**src/hw/pipe_params.svh**
```systemverilog
// constants for the egress pipeline forward control block
// assumes: included by the design modules and by the test bench
`ifndef PIPE_PARAMS_SVH
`define PIPE_PARAMS_SVH
`define OFS_CTRL 12'h000
`define OFS_FRAMES 12'h004
`define OFS_DROPS 12'h008
`define OFS_LOOPS 12'h00C
`define CTRL_LOOP_ONCE_BIT 0
`define PT_DEFAULT 5'h00
`define PT_REWRITER_INNER 5'h03
`define PT_REWRITER_OUTER 5'h04
`define PT_REWRITER_PORT 5'h08
`define PT_LAST 5'h09
`define PT_ANALYZER_INNER 5'h10
`define PT_ANALYZER_OUTER 5'h11
`define PT_ANALYZER_PORT 5'h12
`define DP_FORCED 2'h0
`define TTL_FORCED 8'h01
`endif

```
**src/hw/pipe_pkg.sv**
```systemverilog
// types shared by the egress pipeline forward control modules
// assumes: compiled before every design module
package pipe_pkg;
  typedef enum logic [3:0] {
    act_none = 4'h0,
    inject_action = 4'h1,
    inject_masquerade_action = 4'h2,
    inject_central_action = 4'h3,
    extract_action = 4'h4,
    extract_up_endpoint_action = 4'h5,
    extract_late_action = 4'h6,
    rewriter_loopback_action = 4'h7,
    queue_loopback_action = 4'h8
  } pipe_action_t;
  typedef enum logic [1:0] {
    fwd_none = 2'h0,
    fwd_copy = 2'h1,
    redirect_select = 2'h2,
    fwd_discard = 2'h3
  } forward_select_t;
  typedef enum logic [1:0] {
    st_idle = 2'b00,
    st_walk = 2'b01,
    st_emit = 2'b10
  } fsm_t;
  typedef struct packed {
    logic [3:0] src_port;
    logic [3:0] dst_port;
    logic [4:0] pipe_point;
    pipe_action_t pipe_action;
    logic [7:0] cpu_mask;
    logic header_looped_flag;
    logic header_checksum_update_flag;
    logic [11:0] header_service_index;
    logic [1:0] header_drop_precedence;
    logic [7:0] header_label_hop_limit;
  } frame_hdr_t;
  typedef struct packed {
    logic valid;
    logic [4:0] point;
    forward_select_t forward_select;
    logic to_cpu;
    logic up_endpoint;
    logic [7:0] cpu_mask;
    logic set_fcs;
    logic set_isdx;
    logic [11:0] isdx;
    logic dp_zero;
    logic ttl_one;
  } stage_dec_t;
  typedef struct packed {
    logic copy;
    logic redirect;
    logic disc;
    logic [4:0] lbk_point;
    pipe_action_t lbk_action;
  } fwd_flags_t;
  function automatic logic is_inject(pipe_action_t a);
    return a inside {inject_action, inject_masquerade_action, inject_central_action,
                     queue_loopback_action};
  endfunction
  function automatic logic is_extract(pipe_action_t a);
    return a inside {extract_action, extract_up_endpoint_action, extract_late_action,
                     rewriter_loopback_action};
  endfunction
endpackage

```
**src/hw/entry_clear.sv**
```systemverilog
// entry handling of a frame header arriving from the analyzer
// assumes: purely combinational, fed from the input header port before it is registered
`include "pipe_params.svh"
module entry_clear import pipe_pkg::*; (
  input wire frame_hdr_t hdr_in,
  input wire logic cpu_injected,
  output frame_hdr_t hdr_out
);
  always_comb begin
    hdr_out = hdr_in;
    if (hdr_in.pipe_action == queue_loopback_action) begin
      // the action stays: it reads as an injection further on
      if (hdr_in.pipe_point == `PT_ANALYZER_PORT) begin
        hdr_out.pipe_point = `PT_REWRITER_PORT;
      end else if (hdr_in.pipe_point == `PT_ANALYZER_OUTER) begin
        hdr_out.pipe_point = `PT_REWRITER_OUTER;
      end else if (hdr_in.pipe_point == `PT_ANALYZER_INNER) begin
        hdr_out.pipe_point = `PT_REWRITER_INNER;
      end
    end else if (!cpu_injected && is_inject(hdr_in.pipe_action)) begin
      hdr_out.pipe_action = act_none;
      hdr_out.pipe_point = `PT_DEFAULT;
    end
  end
endmodule

```
**src/hw/stage_apply.sv**
```systemverilog
// one forwarding stage applied at the current pipeline point
// assumes: chained in priority order, combinational
`include "pipe_params.svh"
module stage_apply import pipe_pkg::*; (
  input wire frame_hdr_t hdr_in,
  input wire fwd_flags_t flg_in,
  input wire stage_dec_t dec,
  input wire logic [4:0] at_point,
  input wire logic is_oam,
  input wire logic loop_block,
  output frame_hdr_t hdr_out,
  output fwd_flags_t flg_out,
  output logic counted
);
  logic hit;
  logic injected;
  logic extracted;
  logic exists;
  logic may;
  pipe_action_t xact;
  always_comb begin
    hit = dec.valid && (dec.point == at_point);
    injected = is_inject(hdr_in.pipe_action);
    extracted = is_extract(hdr_in.pipe_action);
    exists = (hdr_in.pipe_action == act_none)
      || (injected && at_point >= hdr_in.pipe_point)
      || (extracted && at_point <= hdr_in.pipe_point);
    // an extraction at this very point already fixed forwarding here
    may = hit && exists && !(extracted && at_point == hdr_in.pipe_point)
      && !flg_in.redirect && !flg_in.disc;
    counted = hit && exists;
    xact = dec.up_endpoint ? extract_up_endpoint_action : extract_action;
    hdr_out = hdr_in;
    flg_out = flg_in;
    if (may) begin
      hdr_out.cpu_mask = hdr_in.cpu_mask | dec.cpu_mask;
      unique case (dec.forward_select)
        fwd_none: begin
        end
        fwd_copy: begin
          flg_out.copy = 1'b1;
          flg_out.lbk_point = at_point;
          flg_out.lbk_action = hdr_in.pipe_action;
        end
        redirect_select: begin
          if (dec.to_cpu || !loop_block) begin
            flg_out.redirect = 1'b1;
            hdr_out.pipe_point = at_point;
            hdr_out.pipe_action = dec.to_cpu ? xact : rewriter_loopback_action;
            hdr_out.header_looped_flag = hdr_in.header_looped_flag | !dec.to_cpu;
            flg_out.lbk_point = at_point;
            flg_out.lbk_action = hdr_out.pipe_action;
          end
        end
        fwd_discard: begin
          flg_out.disc = 1'b1;
          hdr_out.pipe_point = at_point;
          hdr_out.pipe_action = xact;
        end
      endcase
      if (is_oam) begin
        hdr_out.header_checksum_update_flag = hdr_in.header_checksum_update_flag
          | dec.set_fcs;
        if (dec.set_isdx) begin
          hdr_out.header_service_index = dec.isdx;
        end
        if (dec.dp_zero) begin
          hdr_out.header_drop_precedence = `DP_FORCED;
        end
        if (dec.ttl_one) begin
          hdr_out.header_label_hop_limit = `TTL_FORCED;
        end
      end
    end
  end
endmodule

```
**src/hw/egress_pipeline_forward_control.sv**
```systemverilog
// egress forward control: walks pipeline points per frame, applies
// copy, redirect, loopback and discard, and an apb register slave
// assumes: decisions of the three stages arrive with the frame header;
// tx_valid, lbk_valid and drop_pulse are one-cycle pulses, the far side takes them without stall
`include "pipe_params.svh"
module egress_pipeline_forward_control import pipe_pkg::*; (
  input wire logic clk,
  input wire logic rst_b,
  input wire logic psel,
  input wire logic penable,
  input wire logic pwrite,
  input wire logic [11:0] paddr,
  input wire logic [31:0] pwdata,
  output logic [31:0] prdata,
  output logic pready,
  output logic pslverr,
  input wire logic in_valid,
  input wire logic in_cpu_injected,
  input wire frame_hdr_t in_hdr,
  input wire stage_dec_t [2:0] in_dec,
  output logic in_ready,
  output logic tx_valid,
  output frame_hdr_t tx_hdr,
  output logic lbk_valid,
  output frame_hdr_t lbk_hdr,
  output logic drop_pulse,
  output logic [2:0] count_mask
);
  typedef struct packed {
    fsm_t st;
    logic [4:0] pt;
    frame_hdr_t hdr;
    fwd_flags_t flg;
    stage_dec_t [2:0] dec;
    logic [2:0] cnt;
    logic in_ready;
    logic tx_valid;
    frame_hdr_t tx_hdr;
    logic lbk_valid;
    frame_hdr_t lbk_hdr;
    logic drop;
    logic [2:0] count_mask;
    logic loop_once;
    logic [15:0] frames;
    logic [15:0] drops;
    logic [15:0] loops;
    logic pready;
    logic pslverr;
    logic [31:0] prdata;
  } state_t;

  state_t s_reg;
  state_t s_next;
  frame_hdr_t entry_hdr;
  frame_hdr_t hdr_ch [0:3];
  fwd_flags_t flg_ch [0:3];
  logic [2:0] cnt_ch;
  logic take;
  logic wr_hit;

  entry_clear u_entry (
    .hdr_in(in_hdr),
    .cpu_injected(in_cpu_injected),
    .hdr_out(entry_hdr)
  );

  // index 0 is the egress lookup, 1 the intermediate point, 2 the oam processor;
  // only these three and the entry clear may move point and action inside the block
  assign hdr_ch[0] = s_reg.hdr;
  assign flg_ch[0] = s_reg.flg;
  genvar gi;
  generate
    for (gi = 0; gi < 3; gi++) begin : g_stage
      stage_apply u_stage (
        .hdr_in(hdr_ch[gi]),
        .flg_in(flg_ch[gi]),
        .dec(s_reg.dec[gi]),
        .at_point(s_reg.pt),
        .is_oam(gi == 2),
        .loop_block((gi == 0) && s_reg.loop_once && hdr_ch[gi].header_looped_flag),
        .hdr_out(hdr_ch[gi+1]),
        .flg_out(flg_ch[gi+1]),
        .counted(cnt_ch[gi])
      );
    end
  endgenerate

  assign take = in_valid && s_reg.in_ready && (s_reg.st == st_idle);
  assign wr_hit = psel && penable && pwrite && s_reg.pready;

  always_comb begin
    s_next = s_reg;
    s_next.tx_valid = 1'b0;
    s_next.lbk_valid = 1'b0;
    s_next.drop = 1'b0;
    s_next.pready = 1'b0;
    s_next.pslverr = 1'b0;
    unique case (s_reg.st)
      st_idle: begin
        if (take) begin
          s_next.hdr = entry_hdr;
          s_next.flg = '0;
          s_next.dec = in_dec;
          s_next.cnt = 3'h0;
          s_next.pt = `PT_DEFAULT;
          s_next.in_ready = 1'b0;
          s_next.st = st_walk;
          s_next.frames = s_reg.frames + 16'h0001;
        end
      end
      st_walk: begin
        s_next.hdr = hdr_ch[3];
        s_next.flg = flg_ch[3];
        s_next.cnt = s_reg.cnt | cnt_ch;
        s_next.pt = s_reg.pt + 5'h01;
        if (s_reg.pt == `PT_LAST) begin
          s_next.st = st_emit;
        end
      end
      st_emit: begin
        // original leaves only when neither redirected nor discarded
        s_next.tx_valid = !s_reg.flg.redirect && !s_reg.flg.disc;
        s_next.tx_hdr = s_reg.hdr;
        s_next.lbk_valid = s_reg.flg.copy || s_reg.flg.redirect;
        s_next.lbk_hdr = s_reg.hdr;
        s_next.lbk_hdr.src_port = s_reg.hdr.dst_port;
        s_next.lbk_hdr.pipe_point = s_reg.flg.lbk_point;
        s_next.lbk_hdr.pipe_action = s_reg.flg.lbk_action;
        s_next.drop = s_reg.flg.disc;
        s_next.count_mask = s_reg.cnt;
        if (s_reg.flg.disc) begin
          s_next.drops = s_reg.drops + 16'h0001;
        end
        if (s_reg.flg.copy || s_reg.flg.redirect) begin
          s_next.loops = s_reg.loops + 16'h0001;
        end
        s_next.in_ready = 1'b1;
        s_next.st = st_idle;
      end
      default: begin
        s_next.st = st_idle;
        s_next.in_ready = 1'b1;
      end
    endcase
    // apb: answer in the cycle after setup, write commits on the edge that ends it
    if (psel && !penable) begin
      s_next.pready = 1'b1;
      s_next.prdata = 32'h0000_0000;
      unique case (paddr)
        `OFS_CTRL: s_next.prdata[`CTRL_LOOP_ONCE_BIT] = s_reg.loop_once;
        `OFS_FRAMES: s_next.prdata[15:0] = s_reg.frames;
        `OFS_DROPS: s_next.prdata[15:0] = s_reg.drops;
        `OFS_LOOPS: s_next.prdata[15:0] = s_reg.loops;
        default: s_next.pslverr = 1'b1;
      endcase
    end
    // error stands only with pready, so it clears with the default above
    if (wr_hit && paddr == `OFS_CTRL) begin
      s_next.loop_once = pwdata[`CTRL_LOOP_ONCE_BIT];
    end
  end

  always_ff @(posedge clk or negedge rst_b) begin
    if (!rst_b) begin
      s_reg <= '0;
      s_reg.in_ready <= 1'b1;
    end else begin
      s_reg <= s_next;
    end
  end

  assign prdata = s_reg.prdata;
  assign pready = s_reg.pready;
  assign pslverr = s_reg.pslverr;
  assign in_ready = s_reg.in_ready;
  assign tx_valid = s_reg.tx_valid;
  assign tx_hdr = s_reg.tx_hdr;
  assign lbk_valid = s_reg.lbk_valid;
  assign lbk_hdr = s_reg.lbk_hdr;
  assign drop_pulse = s_reg.drop;
  assign count_mask = s_reg.count_mask;
endmodule

```
**config.mk**
```make
export PLATFORM = sky130hd
export DESIGN_NAME = egress_pipeline_forward_control
export DESIGN_NICKNAME = d
export VERILOG_FILES = /design/src/hw/pipe_pkg.sv /design/src/hw/entry_clear.sv /design/src/hw/stage_apply.sv /design/src/hw/egress_pipeline_forward_control.sv
export VERILOG_INCLUDE_DIRS = /design/src /design/src/hw
export SDC_FILE = /design/constraint.sdc
export NUM_CORES = 1
export LEC_CHECK = 0
export BUFFER_PORTS_ARGS = -buffer_cell sky130_fd_sc_hd__buf_2
export CAP_MARGIN = 10
export CORE_MARGIN = 2
export CORE_UTILIZATION = 50
export CTS_CLUSTER_DIAMETER = 50
export DETAILED_ROUTE_END_ITERATION = 7
export HOLD_SLACK_MARGIN = 0.03
export MAX_ROUTING_LAYER = met4
export PLACE_DENSITY = 0.73
export REMOVE_ABC_BUFFERS = 1
export SLEW_MARGIN = 20
export SYNTH_ARGS = -nofsm -noshare
export SYNTH_HDL_FRONTEND = slang
export SYNTH_SLANG_ARGS = --single-unit
```
**constraint.sdc**
```tcl
create_clock -name clk -period 8.4 [get_ports clk]
set_input_delay 2.1 -clock clk [delete_from_list [all_inputs] [get_ports clk]]
set_output_delay 2.1 -clock clk [all_outputs]
set_load 0.005 [all_outputs]
```
# After elaboration in Yosys (flattened, before gate mapping)
# Cells that the tools add are included.
# op_classes
n_addsub	4
n_mul	0
div_mod_pow	0
order_cmp	6
n_eq_ne	54
n_shift	0
muxes	54
n_bitwise	9
reduce_logical	78
# ops
cell	count
$mux 174	1
$pmux 66 s2	1
$mux 41	3
$pmux 9 s2	6
$mux 104	1
$add 16x1->16 const B	3
$eq 4x3->1 const B	12
$mux 12	4
$pmux 15 s3	1
$logic_and 1x1->1	34
$mux 34	1
$eq 4x2->1 const B	8
$eq 5x5->1	6
$reduce_bool 4->1	7
$mux 9	3
$eq 12x4->1 const B	2
$or 8x8->8	3
$mux 5	4
$mux 1	18
$eq 4x1->1 const B	4
$eq 4x4->1 const B	4
$mux 4	4
$eq 5x5->1 const B	3
$ge 5x5->1	3
25 further kinds	69
# word_totals
regBits	305
latch_bits	0
mem_bits_rw	0
romBits	0
inputBits	202
output_inout_bits	139
wordCells	280
memories	0

# Depth between registers and ports, before layout
# logic_depth
ltp_word	31
depth_mapped	35
depth_no_buf	31

# Modules after synthesis
# A second synthesis with hierarchy kept.
# hier_totals
cells_unflattened	1954
hier_area_um2	17270.3
# by_module_without_submodules
mod	instances	cells_each	area_each_um2	seq_area_each_um2
egress_pipeline_forward_control	1	1395	13230.2	7633.6
stage_apply	3	165	1191.1	0.0
entry_clear	1	64	466.7	0.0

# Worst setup path before layout
# No wires, ideal clock.
# synth_timing
path_kind	flip-flop to flip-flop
start	register s_reg (netlist bit hdr_ch[184])
end	register s_reg (netlist bit hdr_ch[179])
setup_time_ns	0.120
arrival_ns	7.245
required_time_ns	8.280
slack_ns	1.035
stages_incl_launch_ff	34
path_buffers	3
period_less_slack_ns	7.365
path_cell_list	dfrtp_1 -> clkbuf_1 -> inv_1 -> ha_1 -> nand4_2 -> o211ai_2 -> nor3b_4 -> nand2_1 -> nor4_1 -> a22oi_1 -> ha_1 -> nand3_1 -> nor4_1 -> a211oi_4 -> and2_1 -> o22ai_1 -> or3b_4 -> clkbuf_1 -> o21ai_0 -> a21oi_1 -> ha_1 -> nor2b_1 -> o21a_1 -> o21a_1 -> o31a_1 -> a2111oi_0 -> nand2_1 -> o32ai_1 -> a21oi_1 -> o2bb2ai_2 -> or2_1 -> buf_6 -> or3_1 -> a31o_1
# synth_via
elab_chain_len	30
word_cells_on_any_way	77
classes_between	order compare: 6; eq/ne: 19; mux: 12; reduce/logical: 40
# synth_rtl
element	line	source
start, declared	egress_pipeline_forward_control.sv:52	state_t s_reg;
start signal, assigned	egress_pipeline_forward_control.sv:168	s_reg <= s_next;
parallel branches: the longest is 28 deep, another holds $ge 5x5->1	n/a	
$mux 41 *	stage_apply.sv:35	if (may) begin
$pmux 66 s2 *	egress_pipeline_forward_control.sv:98	unique case (s_reg.st)
# Every way passes the cells marked *. The select of a mux whose other input is x is not followed.
# A chain may end at the register's enable or synchronous reset.

# Worst setup path in the final report
# Ends and elaborated chain as after synthesis.

==> key figures <==
Synth
  – Netlist cell types: 85
  – Number of synthesized register bits: 273
  – Number of synthesized flops with an enable pin: 0
  – Seq/Total Area, Yosys: 48.1%
  – Yosys top cell area share: 48.0%
  – Synth cell count leaders: nand2_1 (343), dfrtp_1 (272), buf_4 (134)
  – Largest area contributor in the netlist: dfrtp_1
  – YS warnings: 0
  – Largest cells by area after synthesis: dfrtp_1 (48%), nand2_1 (9.1%), buf_4 (7.1%)
  – FFs w/ async S/R, synth: 100%
  – Top-count cell post-synth: nand2_1
  – Post-Syn Area: 14200 sq um
  – Top_reg_cell synth: dfrtp_1
  – Cells after Synth: 1458
  – Syn Area/Cell: 9.73 sq um

Final layout
  – Fill cell count: 2387
  – # nets final: 1835
  – Final non-filler cell total: 2018
  – Layout cells sized above 1: 28.7%
  – Max reg flops: 129
  – Area delta synth->final: 15.1%

Worst setup path
  – Critical path depth in cells: 32
  – Critical path type: reg -> reg
  – Most frequent CP cell: ha_1
  – Worst reg2reg endpoint: hdr_ch[179]
  – Reg2Reg Depth: 32
  – Worst path slowest cell: dfrtp_1
  – Crit path buffers/inverters: 3
  – Startpoint Class: flip-flop
  – Crit path from: hdr_ch[184]
  – R2R setup slack: 0.77 ns
  – Worst path max stage delay: 0.46 ns
  – RR Startpoint: hdr_ch[184]
  – CP Data Required Time: 8.80 ns
  – Largest delay share family, worst path: simple AND/OR/NAND/NOR gates
  – CP Max Fanout: 8
  – Critical Path Sink: hdr_ch[179]
  – Crit end category: flip-flop
  – Critical path data arrival time: 8.03 ns

Timing
  – Worst Skew: 0.0230 ns
  – Final Hold Vio Count: 0
  – Slew headroom: 33.0%
  – Max Clock Freq: 131 MHz
  – RSZ-0062 raised after global routing: no
  – Final Slew Violations: 0
  – Tightest Pin Transition: 1.00 ns
  – Min cycle time layout: 7.63 ns
  – Final Cycle Share: 90.9%
  – # setup viols final: 0
  – Post-route setup TNS: 0 ns

Power and ir drop
  – Peak VDD IR: 0.187 mV
  – Total Power: 5.48 mW
  – Pwr dens: 335 nW/um^2
  – P_leak: 7.99 nW

Routing
  – Via count: 11000
  – Remaining DRCs: 0
  – Final wirelength: 35400 um
  – Antenna Nets Post-Route: 0
  – Drt initial violations: 583
  – Wire per inst: 17.5 um
  – First drt pass iteration count: 5
  – Via density: 5.43

Floorplanning
  – I/O pins: 341
  – Die ar.: 29800 sq um
  – Core ar.: 27900 sq um
  – Rows: 61
  – Die width: 172 um
  – Die Y: 172 um
  – Initial core utilization: 50.9%

Clock network
  – CTS Buf Count: 35
  – CTS Buffer Depth: 3
  – Root Driver: clkbuf_16
  – Post-CTS resize count: 0
  – Count of hold-fix buffers inserted at cts: 0
  – Clk sinks: 273
  – CTS clk-pin slew, worst paths: 0.06 ns
  – H-Tree Depth: 2
  – Post-CTS Repair Setup Buffers: 0
  – Worst skew pair latency: 0.51 ns
  – CTS tree: done

Global routing
  – Remaining Overflow, GRT: 0
  – Met1 GRT Util: 31.9%
  – Largest net degree at the start of global routing: 99
  – Grt met2 use: 39.4%
  – Initial antenna violation count: 8
  – Layer with the highest usage: met2
  – First-pass GRT wire length: 56300 um
  – Met3 usage: 5.13%
  – All-Layer GR Usage: 24.7%
  – Vias in the first global route: 10800

Placed design
  – GPL Wtd Cong: 0.939
  – Post-detail-place hpwl: 24600 um
  – Port bufs: 261
  – Post-Place Cells: 1946

Worst hold path
  – Worst hold path class: reg -> reg

Status
  – Status: finished clean

Run
  – Max-cap violation count: 0
worst reg2reg max path: cells and delay by family, from the launching register on:
kind            cells  cell delay (ns)
flops               1             0.46
buf+inv             3             0.48
compound gates     13             2.74
fa+ha+maj           3             0.93
simple gates       13             2.93
routing by layer:
layer  vias to the layer above  part of all wire, %  routed length (um)
li1                       5193                    -                   -
met4                         0                  2.1                 758
met3                        56                  7.1                2510
met5                         -                    0                   0
met2                       393                   48               16900
met1                      5321                   43               15300
power breakdown:
part	total [mW]	switching, mW	internal [mW]
Combinational	1.89	1.09	0.802
Sequential	2.02	0.300	1.72
Clock	1.57	0.585	0.981
Total	5.48	1.98	3.51
kinds of logic after synthesis:
kind of cell             Yosys count  share of synthesized area, %
flip-flops                       273                          48.1
multiplexers                      85                          6.75
AO/OA/AOI/OAI                    255                          12.3
other                              1                        0.0264
XOR/XNOR                          63                          3.89
adder cells (fa/ha/maj)           30                          2.61
buffers and inverters            227                          9.76
AND/OR/NAND/NOR                  524                          16.5
cell usage in the layout (no fill, tap or decap), types with 5 or more instances in the layout:
| cell type | n |
|---|---|
| mux2i_1 | 8 |
| o211ai_1 | 15 |
| o21a_1 | 8 |
| nor3_1 | 7 |
| a22o_1 | 6 |
| a21oi_1 | 32 |
| a211oi_1 | 5 |
| a31oi_1 | 5 |
| nor2_1 | 47 |
| clkbuf_8 | 7 |
| xor2_1 | 17 |
| nand3_1 | 32 |
| buf_2 | 260 |
| conb_1 | 16 |
| buf_4 | 34 |
| xnor2_1 | 46 |
| a22oi_1 | 42 |
| nor4_1 | 8 |
| nor2b_1 | 5 |
| ha_1 | 28 |
| a221oi_1 | 10 |
| nand2_1 | 343 |
| o21ai_0 | 83 |
| o22ai_1 | 8 |
| or3_1 | 5 |
| clkbuf_16 | 36 |
| mux2_2 | 76 |
| nand2b_1 | 6 |
| and3_1 | 14 |
| inv_1 | 26 |
| clkinv_2 | 5 |
| dfrtp_1 | 272 |
| nand4_1 | 20 |
| diode_2 | 9 |
worst min-delay path by stage:
| stage | from | end | slack, ns | cells past startpoint |
|---|---|---|---|---|
| 6_report | s_reg[189] | s_reg[189] | 0.46 | 2 |
| 4_1_cts | s_reg[260] | s_reg[260] | 0.47 | 2 |
| 3_3_place_gp | s_reg[260] | s_reg[260] | 0.45 | 2 |
| 3_5_place_dp | s_reg[260] | s_reg[260] | 0.46 | 2 |
| 2_1_floorplan | s_reg[189] | s_reg[189] | 0.43 | 2 |
| 5_1_grt | s_reg[266] | s_reg[266] | 0.49 | 2 |
cell type report:
type                       count  area, sq um  share of cell area (%)
sequential                   273         6830                    41.8
multi-input combinational    973         6090                    37.2
timing repair buffer         296         1590                    9.74
clock buffer                  46         1010                    6.17
tap                          378          473                    2.89
clock inverter                17          229                    1.40
inverter                      26         97.6                   0.597
antenna                        9         22.5                   0.138
metrics by stage:
step | instance area (sq um) | setup WS, ns | utilization [%] | hold slack, ns
floorplan | 13000 | 0.688 | - | 0.435
global placement | 15100 | 1.04 | 54.1 | 0.450
detailed placement | 15100 | 0.881 | 54.1 | 0.455
CTS | 16300 | 0.841 | 58.5 | 0.469
global route | 16300 | 0.182 | 58.7 | 0.490
finish | 16300 | 0.768 | 58.7 | 0.465
Power figures use the tool's default switching activity.
